==> config.mk <==
export PLATFORM = sky130hd
export DESIGN_NAME = scv_regs
export DESIGN_NICKNAME = d
export VERILOG_FILES = /design/src/verilog/scv_pkg.sv /design/src/verilog/scv_regs.sv
export SDC_FILE = /design/constraint.sdc
export NUM_CORES = 1
export LEC_CHECK = 0
export ABC_AREA = 0
export BUFFER_PORTS_ARGS = -buffer_cell sky130_fd_sc_hd__clkbuf_2
export CAP_MARGIN = 20
export CORE_MARGIN = 2
export CORE_UTILIZATION = 40
export DETAILED_ROUTE_END_ITERATION = 8
export HOLD_SLACK_MARGIN = 0.08
export PLACE_DENSITY = 0.68
export SYNTH_ARGS = -nofsm -noshare
export SYNTH_HDL_FRONTEND = slang
export SYNTH_SLANG_ARGS = --single-unit
==> constraint.sdc <==
create_clock -name mclk -period 5.9 [get_ports mclk]
set_input_delay 0.295 -clock mclk [delete_from_list [all_inputs] [get_ports mclk]]
set_output_delay 0.295 -clock mclk [all_outputs]
set_load 0.01 [all_outputs]
==> src/verilog/scv_pkg.sv <==
// Package: register map, field layouts and control carriers for the video/blanking register bank
package scv_pkg;

   // Register addresses
   localparam logic [7:0] ADDR_CONTROL  = 8'h00;
   localparam logic [7:0] ADDR_ZEROX    = 8'h03;
   localparam logic [7:0] ADDR_ROUTE    = 8'h04;
   localparam logic [7:0] ADDR_ENABLES  = 8'h05;
   localparam logic [7:0] ADDR_GAIN     = 8'h06;
   localparam logic [7:0] ADDR_BLANK    = 8'h07;
   localparam logic [7:0] ADDR_MONITOR  = 8'h08;
   localparam logic [7:0] ADDR_MASK     = 8'h09;
   localparam logic [7:0] ADDR_LAST     = 8'h09;
   localparam logic [7:0] ADDR_FIRST    = 8'h00;
   localparam logic [7:0] ADDR_STEP     = 8'h01;
   localparam logic [7:0] BYTE_ZERO     = 8'h00;

   // Bit positions of the two control bits kept from the audio registers
   localparam int unsigned AUTO_BIT  = 3;
   localparam int unsigned MONO_BIT  = 6;
   localparam logic        AUTO_RST  = 1'b1;
   localparam logic        MONO_RST  = 1'b0;

   // Reset values
   localparam logic [7:0] ROUTE_RST   = 8'h9c;
   localparam logic [7:0] ENABLES_RST = 8'h00;
   localparam logic [7:0] GAIN_RST    = 8'h04;
   localparam logic [7:0] BLANK_RST   = 8'h00;
   localparam logic [7:0] MONITOR_RST = 8'h00;
   localparam logic [7:0] MASK_RST    = 8'h08;

   // Two-bit level codes, separate encodings for fast and slow blanking
   typedef enum logic [1:0] {
      SCV_FB_LOW    = 2'b00,
      SCV_FB_HIGH   = 2'b01,
      SCV_FB_FOLLOW = 2'b10,
      SCV_FB_RSVD   = 2'b11
   } scv_fb_code_e;

   typedef enum logic [1:0] {
      SCV_SB_LOW  = 2'b00,
      SCV_SB_MID  = 2'b01,
      SCV_SB_RSVD = 2'b10,
      SCV_SB_HIGH = 2'b11
   } scv_sb_code_e;

   typedef enum logic [1:0] {
      SCV_DC_ENC_COMPOSITE = 2'b00,
      SCV_DC_ENC_LUMA      = 2'b01,
      SCV_DC_VCR_VIDEO     = 2'b10,
      SCV_DC_RSVD          = 2'b11
   } scv_dc_src_e;

   // Register layouts, MSB first
   typedef struct packed {
      logic [1:0] rf_video_src_sel;
      logic [2:0] vcr_video_src_sel;
      logic [2:0] tv_video_src_sel;
   } scv_route_s;

   typedef struct packed {
      logic vcr_chroma_io_ctrl;
      logic tv_fast_blank_out_en;
      logic vcr_chroma_out_en;
      logic vcr_composite_out_en;
      logic tv_blue_out_en;
      logic tv_green_out_en;
      logic tv_red_chroma_out_en;
      logic tv_composite_out_en;
   } scv_enables_s;

   typedef struct packed {
      logic       unused7;
      logic [1:0] dc_restore_src_sel;
      logic       rf_luma_chroma_mix;
      logic       enc_rc_clamp_mode;
      logic       vcr_rc_clamp_mode;
      logic [1:0] rgb_gain_sel;
   } scv_gain_s;

   typedef struct packed {
      logic [1:0] slow_blank_dir_ctrl;
      logic [1:0] vcr_slow_blank_level;
      logic [1:0] tv_slow_blank_level;
      logic [1:0] tv_fast_blank_level;
   } scv_blank_s;

   typedef struct packed {
      logic [3:0] unused;
      logic       video_present_status;
      logic       vcr_fast_blank_status;
      logic [1:0] vcr_slow_blank_status;
   } scv_monitor_s;

   typedef struct packed {
      logic [3:0] unused;
      logic       video_present_irq_mask;
      logic       fast_blank_irq_mask;
      logic       slow_blank_irq_mask;
      logic       unused0;
   } scv_mask_s;

   // Register access port from the serial engine
   typedef struct packed {
      logic       addr_load;
      logic [7:0] addr;
      logic       wr;
      logic [7:0] wdata;
      logic       rd;
   } scv_reg_req_s;

   // Analog monitor inputs (comparator outputs, asynchronous)
   typedef struct packed {
      logic [1:0] vcr_slow_blank_code;
      logic       vcr_fast_blank_high;
      logic       tv_video_detect;
      logic       vcr_video_detect;
   } scv_sense_s;

   // Controls to the analog switch matrix
   typedef struct packed {
      logic       vcr_audio_mono;
      logic [2:0] tv_video_src_sel;
      logic [2:0] vcr_video_src_sel;
      logic [1:0] rf_video_src_sel;
      logic       rf_luma_chroma_mix;
      logic       tv_composite_drive;
      logic       tv_red_chroma_drive;
      logic       tv_green_drive;
      logic       tv_blue_drive;
      logic       vcr_composite_drive;
      logic       vcr_chroma_drive;
      logic       vcr_chroma_ground;
      logic       tv_fast_blank_drive;
      logic       tv_fast_blank_high;
      logic [1:0] rgb_gain_sel;
      logic       enc_rc_clamp_mode;
      logic       vcr_rc_clamp_mode;
      logic [1:0] dc_restore_src_sel;
      logic [1:0] tv_slow_blank_level;
      logic [1:0] vcr_slow_blank_level;
      logic       tv_slow_blank_out_en;
      logic       vcr_slow_blank_out_en;
   } scv_ctrl_s;

endpackage : scv_pkg

==> src/verilog/scv_regs.sv <==
// Video routing, output enable, gain/clamp and blanking register bank with monitor interrupt
// Functional notes
// - VCR audio mono bit selects (L+R)/2
// - Route register holds TV, VCR, RF selectors
// - Output enable bits: 0 Hi-Z, 1 active
// - Chroma I/O bit grounds VCR chroma pin
// - Two-bit RGB gain field, default +6 dB
// - Encoder red/chroma clamp: 0 restore, 1 biased
// - VCR red/chroma clamp defaults to biased
// - Mix bit overrides RF selector with Y/C
// - DC-restore source field, code 11 reserved
// - Auto-startup forces VCR video restore source
// - TV fast blank: 0V, 4V, follow VCR
// - TV slow blank low, mid, high levels
// - VCR slow blank uses same level codes
// - Slow blank direction field, resets zero
// - Slow blank status tracks only input pin
// - Slow blank status codes 00, 01, 11
// - Fast blank status valid when enabled
// - Video monitor set if either input active
// - Fast blank changes interrupt unless masked
// - Slow blank changes interrupt unless masked
// - Video monitor mask resets to one
// - Power-down low resets, blocks register access
// - Address auto-increments, wraps after last register
// - Auto toggle with direction bit pulses interrupt
module scv_regs (
   input  wire logic                 mclk,
   input  wire logic                 rst_n,
   input  wire logic                 power_down_n,
   input  wire scv_pkg::scv_reg_req_s reg_req,
   output logic [7:0]                reg_rdata,
   input  wire scv_pkg::scv_sense_s  sense,
   output scv_pkg::scv_ctrl_s        ctrl,
   output logic                      int_n
);

   typedef struct packed {
      logic                  auto_startup;
      logic                  vcr_audio_mono_sel;
      scv_pkg::scv_route_s   route;
      scv_pkg::scv_enables_s enables;
      scv_pkg::scv_gain_s    gain;
      scv_pkg::scv_blank_s   blank;
      scv_pkg::scv_monitor_s monitor;
      scv_pkg::scv_mask_s    mask;
      logic [7:0]            addr_ctr;
      logic [7:0]            rdata;
      logic                  pdn_meta;
      logic                  pdn_sync;
      scv_pkg::scv_sense_s   sense_meta;
      scv_pkg::scv_sense_s   sense_sync;
      scv_pkg::scv_ctrl_s    ctrl;
      logic                  int_n;
   } scv_state_s;

   scv_state_s state;
   scv_state_s next_state;

   logic [7:0] rd_value;
   logic       sb_changed;
   logic       fb_changed;
   logic       vid_changed;

   // Read multiplexer at the address counter
   always_comb begin
      rd_value = scv_pkg::BYTE_ZERO;
      case (state.addr_ctr)
         scv_pkg::ADDR_CONTROL: rd_value[scv_pkg::AUTO_BIT] = state.auto_startup;
         scv_pkg::ADDR_ZEROX:   rd_value[scv_pkg::MONO_BIT] = state.vcr_audio_mono_sel;
         scv_pkg::ADDR_ROUTE:   rd_value = state.route;
         scv_pkg::ADDR_ENABLES: rd_value = state.enables;
         scv_pkg::ADDR_GAIN:    rd_value = state.gain;
         scv_pkg::ADDR_BLANK:   rd_value = state.blank;
         scv_pkg::ADDR_MONITOR: rd_value = state.monitor;
         scv_pkg::ADDR_MASK:    rd_value = state.mask;
         default:               rd_value = scv_pkg::BYTE_ZERO;
      endcase
   end

   // Next-state logic
   always_comb begin
      next_state = state;

      // Two-stage synchronisers for pin levels
      next_state.pdn_meta   = power_down_n;
      next_state.pdn_sync   = state.pdn_meta;
      next_state.sense_meta = sense;
      next_state.sense_sync = state.sense_meta;

      // accesses only while power is up
      if (state.pdn_sync) begin
         if (reg_req.addr_load) begin
            next_state.addr_ctr = reg_req.addr;
         end else if (reg_req.wr || reg_req.rd) begin
            if (reg_req.wr) begin
               case (state.addr_ctr)
                  scv_pkg::ADDR_CONTROL: next_state.auto_startup = reg_req.wdata[scv_pkg::AUTO_BIT];
                  scv_pkg::ADDR_ZEROX:   next_state.vcr_audio_mono_sel = reg_req.wdata[scv_pkg::MONO_BIT];
                  scv_pkg::ADDR_ROUTE:   next_state.route = reg_req.wdata;
                  scv_pkg::ADDR_ENABLES: next_state.enables = reg_req.wdata;
                  scv_pkg::ADDR_GAIN: begin
                     next_state.gain = reg_req.wdata;
                     next_state.gain.unused7 = 1'b0;
                  end
                  scv_pkg::ADDR_BLANK:   next_state.blank = reg_req.wdata;
                  scv_pkg::ADDR_MASK: begin
                     next_state.mask = reg_req.wdata;
                     next_state.mask.unused = 4'h0;
                     next_state.mask.unused0 = 1'b0;
                  end
                  default: next_state.addr_ctr = state.addr_ctr;
               endcase
            end else begin
               next_state.rdata = rd_value;
            end
            if (state.addr_ctr >= scv_pkg::ADDR_LAST) begin
               next_state.addr_ctr = scv_pkg::ADDR_FIRST;
            end else begin
               next_state.addr_ctr = state.addr_ctr + scv_pkg::ADDR_STEP;
            end
         end
      end

      // track slow blank only as input
      if (!state.blank.slow_blank_dir_ctrl[0]) begin
         next_state.monitor.vcr_slow_blank_status = state.sense_sync.vcr_slow_blank_code;
      end
      next_state.monitor.vcr_fast_blank_status =
         state.enables.tv_fast_blank_out_en & state.sense_sync.vcr_fast_blank_high;
      next_state.monitor.video_present_status =
         state.sense_sync.tv_video_detect | state.sense_sync.vcr_video_detect;
      next_state.monitor.unused = 4'h0;

      // Monitor change detection on stored status
      // fast blank change
      fb_changed = next_state.monitor.vcr_fast_blank_status != state.monitor.vcr_fast_blank_status;
      sb_changed = next_state.monitor.vcr_slow_blank_status != state.monitor.vcr_slow_blank_status;
      vid_changed = next_state.monitor.video_present_status != state.monitor.video_present_status;

      // Interrupt: one-cycle low pulse on any unmasked monitor change
      next_state.int_n = ~((sb_changed & ~state.mask.slow_blank_irq_mask)
                         | (fb_changed & ~state.mask.fast_blank_irq_mask)
                         | (vid_changed & ~state.mask.video_present_irq_mask)
                         | ((next_state.auto_startup != state.auto_startup)
                            & state.blank.slow_blank_dir_ctrl[1]));

      next_state.ctrl.vcr_audio_mono = state.vcr_audio_mono_sel;
      next_state.ctrl.tv_video_src_sel = state.route.tv_video_src_sel;
      next_state.ctrl.vcr_video_src_sel = state.route.vcr_video_src_sel;
      next_state.ctrl.rf_luma_chroma_mix = state.gain.rf_luma_chroma_mix;
      next_state.ctrl.rf_video_src_sel =
         state.gain.rf_luma_chroma_mix ? 2'b00 : state.route.rf_video_src_sel;
      next_state.ctrl.tv_composite_drive = state.enables.tv_composite_out_en;
      next_state.ctrl.tv_red_chroma_drive = state.enables.tv_red_chroma_out_en;
      next_state.ctrl.tv_green_drive = state.enables.tv_green_out_en;
      next_state.ctrl.tv_blue_drive = state.enables.tv_blue_out_en;
      next_state.ctrl.vcr_composite_drive = state.enables.vcr_composite_out_en;
      next_state.ctrl.tv_fast_blank_drive = state.enables.tv_fast_blank_out_en;
      next_state.ctrl.vcr_chroma_ground = state.enables.vcr_chroma_io_ctrl;
      next_state.ctrl.vcr_chroma_drive =
         state.enables.vcr_chroma_out_en & ~state.enables.vcr_chroma_io_ctrl;
      next_state.ctrl.rgb_gain_sel = state.gain.rgb_gain_sel;
      next_state.ctrl.enc_rc_clamp_mode = state.gain.enc_rc_clamp_mode;
      next_state.ctrl.vcr_rc_clamp_mode = state.gain.vcr_rc_clamp_mode;
      if (state.gain.dc_restore_src_sel == scv_pkg::SCV_DC_RSVD) begin
         next_state.ctrl.dc_restore_src_sel = scv_pkg::SCV_DC_ENC_COMPOSITE;
      end else begin
         next_state.ctrl.dc_restore_src_sel = state.gain.dc_restore_src_sel;
      end
      if (state.auto_startup) begin
         next_state.ctrl.dc_restore_src_sel = scv_pkg::SCV_DC_VCR_VIDEO;
      end
      case (state.blank.tv_fast_blank_level)
         scv_pkg::SCV_FB_HIGH:   next_state.ctrl.tv_fast_blank_high = 1'b1;
         scv_pkg::SCV_FB_FOLLOW: next_state.ctrl.tv_fast_blank_high = state.sense_sync.vcr_fast_blank_high;
         default:                next_state.ctrl.tv_fast_blank_high = 1'b0;
      endcase
      // TV and VCR slow blank, reserved as low
      next_state.ctrl.tv_slow_blank_level =
         (state.blank.tv_slow_blank_level == scv_pkg::SCV_SB_RSVD) ?
         scv_pkg::SCV_SB_LOW : state.blank.tv_slow_blank_level;
      next_state.ctrl.vcr_slow_blank_level =
         (state.blank.vcr_slow_blank_level == scv_pkg::SCV_SB_RSVD) ?
         scv_pkg::SCV_SB_LOW : state.blank.vcr_slow_blank_level;
      next_state.ctrl.vcr_slow_blank_out_en = state.blank.slow_blank_dir_ctrl[0];
      next_state.ctrl.tv_slow_blank_out_en = state.blank.slow_blank_dir_ctrl[1];

      if (!state.pdn_sync) begin
         next_state.auto_startup = scv_pkg::AUTO_RST;
         next_state.vcr_audio_mono_sel = scv_pkg::MONO_RST;
         next_state.route = scv_pkg::ROUTE_RST;
         next_state.enables = scv_pkg::ENABLES_RST;
         next_state.gain = scv_pkg::GAIN_RST;
         next_state.blank = scv_pkg::BLANK_RST;
         next_state.monitor = scv_pkg::MONITOR_RST;
         next_state.mask = scv_pkg::MASK_RST;
         next_state.addr_ctr = scv_pkg::ADDR_FIRST;
         next_state.int_n = 1'b1;
      end
   end

   // State register
   always_ff @(posedge mclk or negedge rst_n) begin
      if (!rst_n) begin
         state <= '0;
         state.auto_startup <= scv_pkg::AUTO_RST;
         state.vcr_audio_mono_sel <= scv_pkg::MONO_RST;
         state.route <= scv_pkg::ROUTE_RST;
         state.enables <= scv_pkg::ENABLES_RST;
         state.gain <= scv_pkg::GAIN_RST;
         state.blank <= scv_pkg::BLANK_RST;
         state.monitor <= scv_pkg::MONITOR_RST;
         state.mask <= scv_pkg::MASK_RST;
         state.int_n <= 1'b1;
      end else begin
         state <= next_state;
      end
   end

   assign reg_rdata = state.rdata;
   assign ctrl      = state.ctrl;
   assign int_n     = state.int_n;

endmodule : scv_regs

==> impl_metrics.yaml <==
cts:
  cts_resized: 0
  clock_sink_count: 101
  h-tree-depth: 3
  clock_latency_ps: 360
  clkSlewWorstSetupHoldPaths_ps: 100
  cts_tree: "yes"
  hold_buffers: 7
  cts.root.buffer_cell: "clkbuf_8"
  cts.path.max_buffers: 2
  postCtsSetupRepairBufs: 0
  cts_made_buffers: 9
flow_run:
  maximum_capacitance_violations: 0
setup_path:
  timing.critical_path.to_type: "flop"
  crit_path_start_kind: "flop"
  setup.reg_to_reg.worst_slack_ps: 3550
  timing.rr.start: "state[53]$_DFFE_PN0P_"
  worstSetupEndpoint: "next_state[21]$_DFFE_PN0P_"
  timing.rr.end: "next_state[21]$_DFFE_PN0P_"
  reg2regPathDepth: 6
  crit_path_max_fanout: 14
  timing.setup.critical_path_class: "reg -> reg"
  cp-startpoint: "state[53]$_DFFE_PN0P_"
  crit_required_ps: 6150
  cp_data_arrival_time_ps: 2600
sta:
  period_needed_ps: 2351
  finalHoldViolations: 0
  timing.final.crit_share: 0.3984
  totalNegativeSetupSlack_ps: 0
  unrepaired_setup_endpoints_after_global_routing: "false"
  max_freq_ghz: 0.4254
  worst_pin_slew_ps: 897.3
  relSlewSlack: 0.3973
  fin_worst_hold_slack_ps: 194.8
  slew_violations: 0
  layout_setup_ws_ps: 3549
  worst_clock_skew_ps: 9.055
  final_report_setup_violation_count: 0
global_routing:
  grt_pass1_wl_microns: 13900
  groute.usage.overall: 0.1561
  grt_max_degree: 60
  initial_antenna_violation_count: 0
  grt_overflow_total: 0
  first_global_vias: 2691
logic_synthesis:
  syn-num-nets: 421
  syn-mean-instance-area_sq_um: 11.29
  synth_top_area_share: 0.5313
  yosysMostFrequentCell: "dfrtp_1"
  synthesis.yosys.warnings: 0
  synth.area.top_cells: "dfrtp_1 53%, buf_4 6.7%, dfstp_2 4.8%, mux2i_1 4.6%, nand2_1 3.5%"
  synth_seq_area_share: 0.5793
  synthTopCellsByCount: "93 x dfrtp_1, 41 x nand2_1, 39 x buf_4, 21 x nor2b_1, 21 x o21ai_0"
  dominantRegCellSynth: "dfrtp_1"
  synthCells: 388
  async_flop_share: 1.000
  synth_cell_types: 43
  ys_seq_elements: 101
  netlist.top_cell.by_area: "dfrtp_1"
  synth.cell_area_sq_um: 4380
  number_of_synthesized_flops_with_an_enable_pin: 0
routing:
  avgViaCountPerCell: 5.072
  final_antenna_net_count: 0
  routed-via-count: 2835
  drt-total-wl_microns: 8730
  drt-wirelength-per-cell_microns: 15.62
  drt_iter0_markers: 179
  dr.pass1.iters: 4
  residual_drc: 0
die:
  overall_die_width_microns: 108.6
  initial_utilization: 0.4077
  num_rows: 38
  fp.dieH_microns: 108.6
  core_area_sq_um: 10750
  pin_count: 67
  die_area_sq_um: 11800
worst_hold_path:
  hold_class: "in -> reg"
power_and_ir_drop:
  worst_ir_drop_vdd_uv: 107.1
  p_leak_uw: 0.002206
  p_total_uw: 1235
  power-per-cell-area_nw_per_um2: 257.8
layout:
  fill_cells: 1061
  num_antenna_cells: 0
  final_core_utilization: 0.4457
  area.growth.synth_to_final_pct: 9.340
  drive_gt1_frac: 0.2482
  finish.net_count: 447
placed_design:
  place_congestion: 0.8290
  port_buffers: 66
  detailedPlacementHpwl_microns: 6027
  post-place-ws_ps: 3565
run_status:
  run_status: "finished, final reports clean"
final cells by class:
cell class | instances | area [sq um] | area share
flip-flops and latches | 101 | 2537 | 0.5298
well taps | 140 | 175.2 | 0.03657
inverters | 10 | 37.54 | 0.007837
repair buffers | 75 | 417.9 | 0.08725
clock buffers | 10 | 137.6 | 0.02874
multi-input cells | 217 | 1431 | 0.2989
clock inverters | 6 | 52.55 | 0.01097
registers in the layout, indices dropped and copies added, names as in the netlist:
register	count
state	34
next_state	27
ctrl	31
reg_rdata	8
int_n	1
cell families after synthesis:
group                    share of synthesized area
XOR/XNOR                                   0.01400
AO/OA/AOI/OAI                               0.1108
AND/OR/NAND/NOR                             0.1365
flip-flops                                  0.5793
multiplexers                               0.04827
buffers and inverters                      0.09397
adder cells (fa/ha/maj)                    0.01714
per-layer routing:
metal	routed length [microns]	GRT usage	up-vias
met2	4140	0.2411	97
met4	68	0.04396	0
met3	626	0.04901	5
met5	0	0	-
li1	-	-	1340
met1	3895	0.2131	1393
through the flow:
stage          instances  instance area, sq um
5_1_grt              559                  4790
2_1_floorplan        388                  4380
3_3_place_gp         536                  4529
4_1_cts              559                  4790
6_report             559                  4790
3_5_place_dp         536                  4529
cells in the final DEF (no fill, tap or decap), types with 6 or more instances in the layout:
cell type / count
dlygate4sd3_1: 7
o21ai_0: 21
dfrtp_1: 93
a221oi_1: 6
nand3_1: 12
nand2_1: 41
clkbuf_2: 65
a22o_1: 6
nor2_1: 15
mux2i_1: 20
clkbuf_8: 10
and2_1: 6
inv_1: 10
ha_1: 6
dfstp_2: 8
nor2b_1: 21
a31o_2: 8
worst min path at each step:
| stage | endpoint | from | slack, ps | cells after the start |
|---|---|---|---|---|
| 6_report | next_state[26]$_DFFE_PN1P_ | reg_req[5] | 190 | 3 |
| 2_1_floorplan | ctrl[0]$_DFF_PN0_ | rst_n | -0.6 | 0 |
| 3_5_place_dp | ctrl[21]$_DFF_PN0_ | rst_n | 330 | 1 |
| 3_3_place_gp | ctrl[21]$_DFF_PN0_ | rst_n | 320 | 1 |
| 4_1_cts | next_state[26]$_DFFE_PN1P_ | reg_req[5] | 190 | 3 |
| 5_1_grt | next_state[26]$_DFFE_PN1P_ | reg_req[5] | 180 | 3 |
critical path: stages (launching register included):
cell	delay, ps
dfrtp_1	430
inv_1	90
ha_1	510
nand2_1	170
nor4_4	700
mux2i_1	270
nor2b_1	60
where the power goes:
part	total, uW	leakage [uW]	switching [uW]	internal (uW)
clock	415	0.0000914	244	171
sequential	719	0.00131	11.9	707
combinational	100	0.000802	63.7	36.6
total	1230	0.00221	319	915
(Power assumes the default switching activity.)
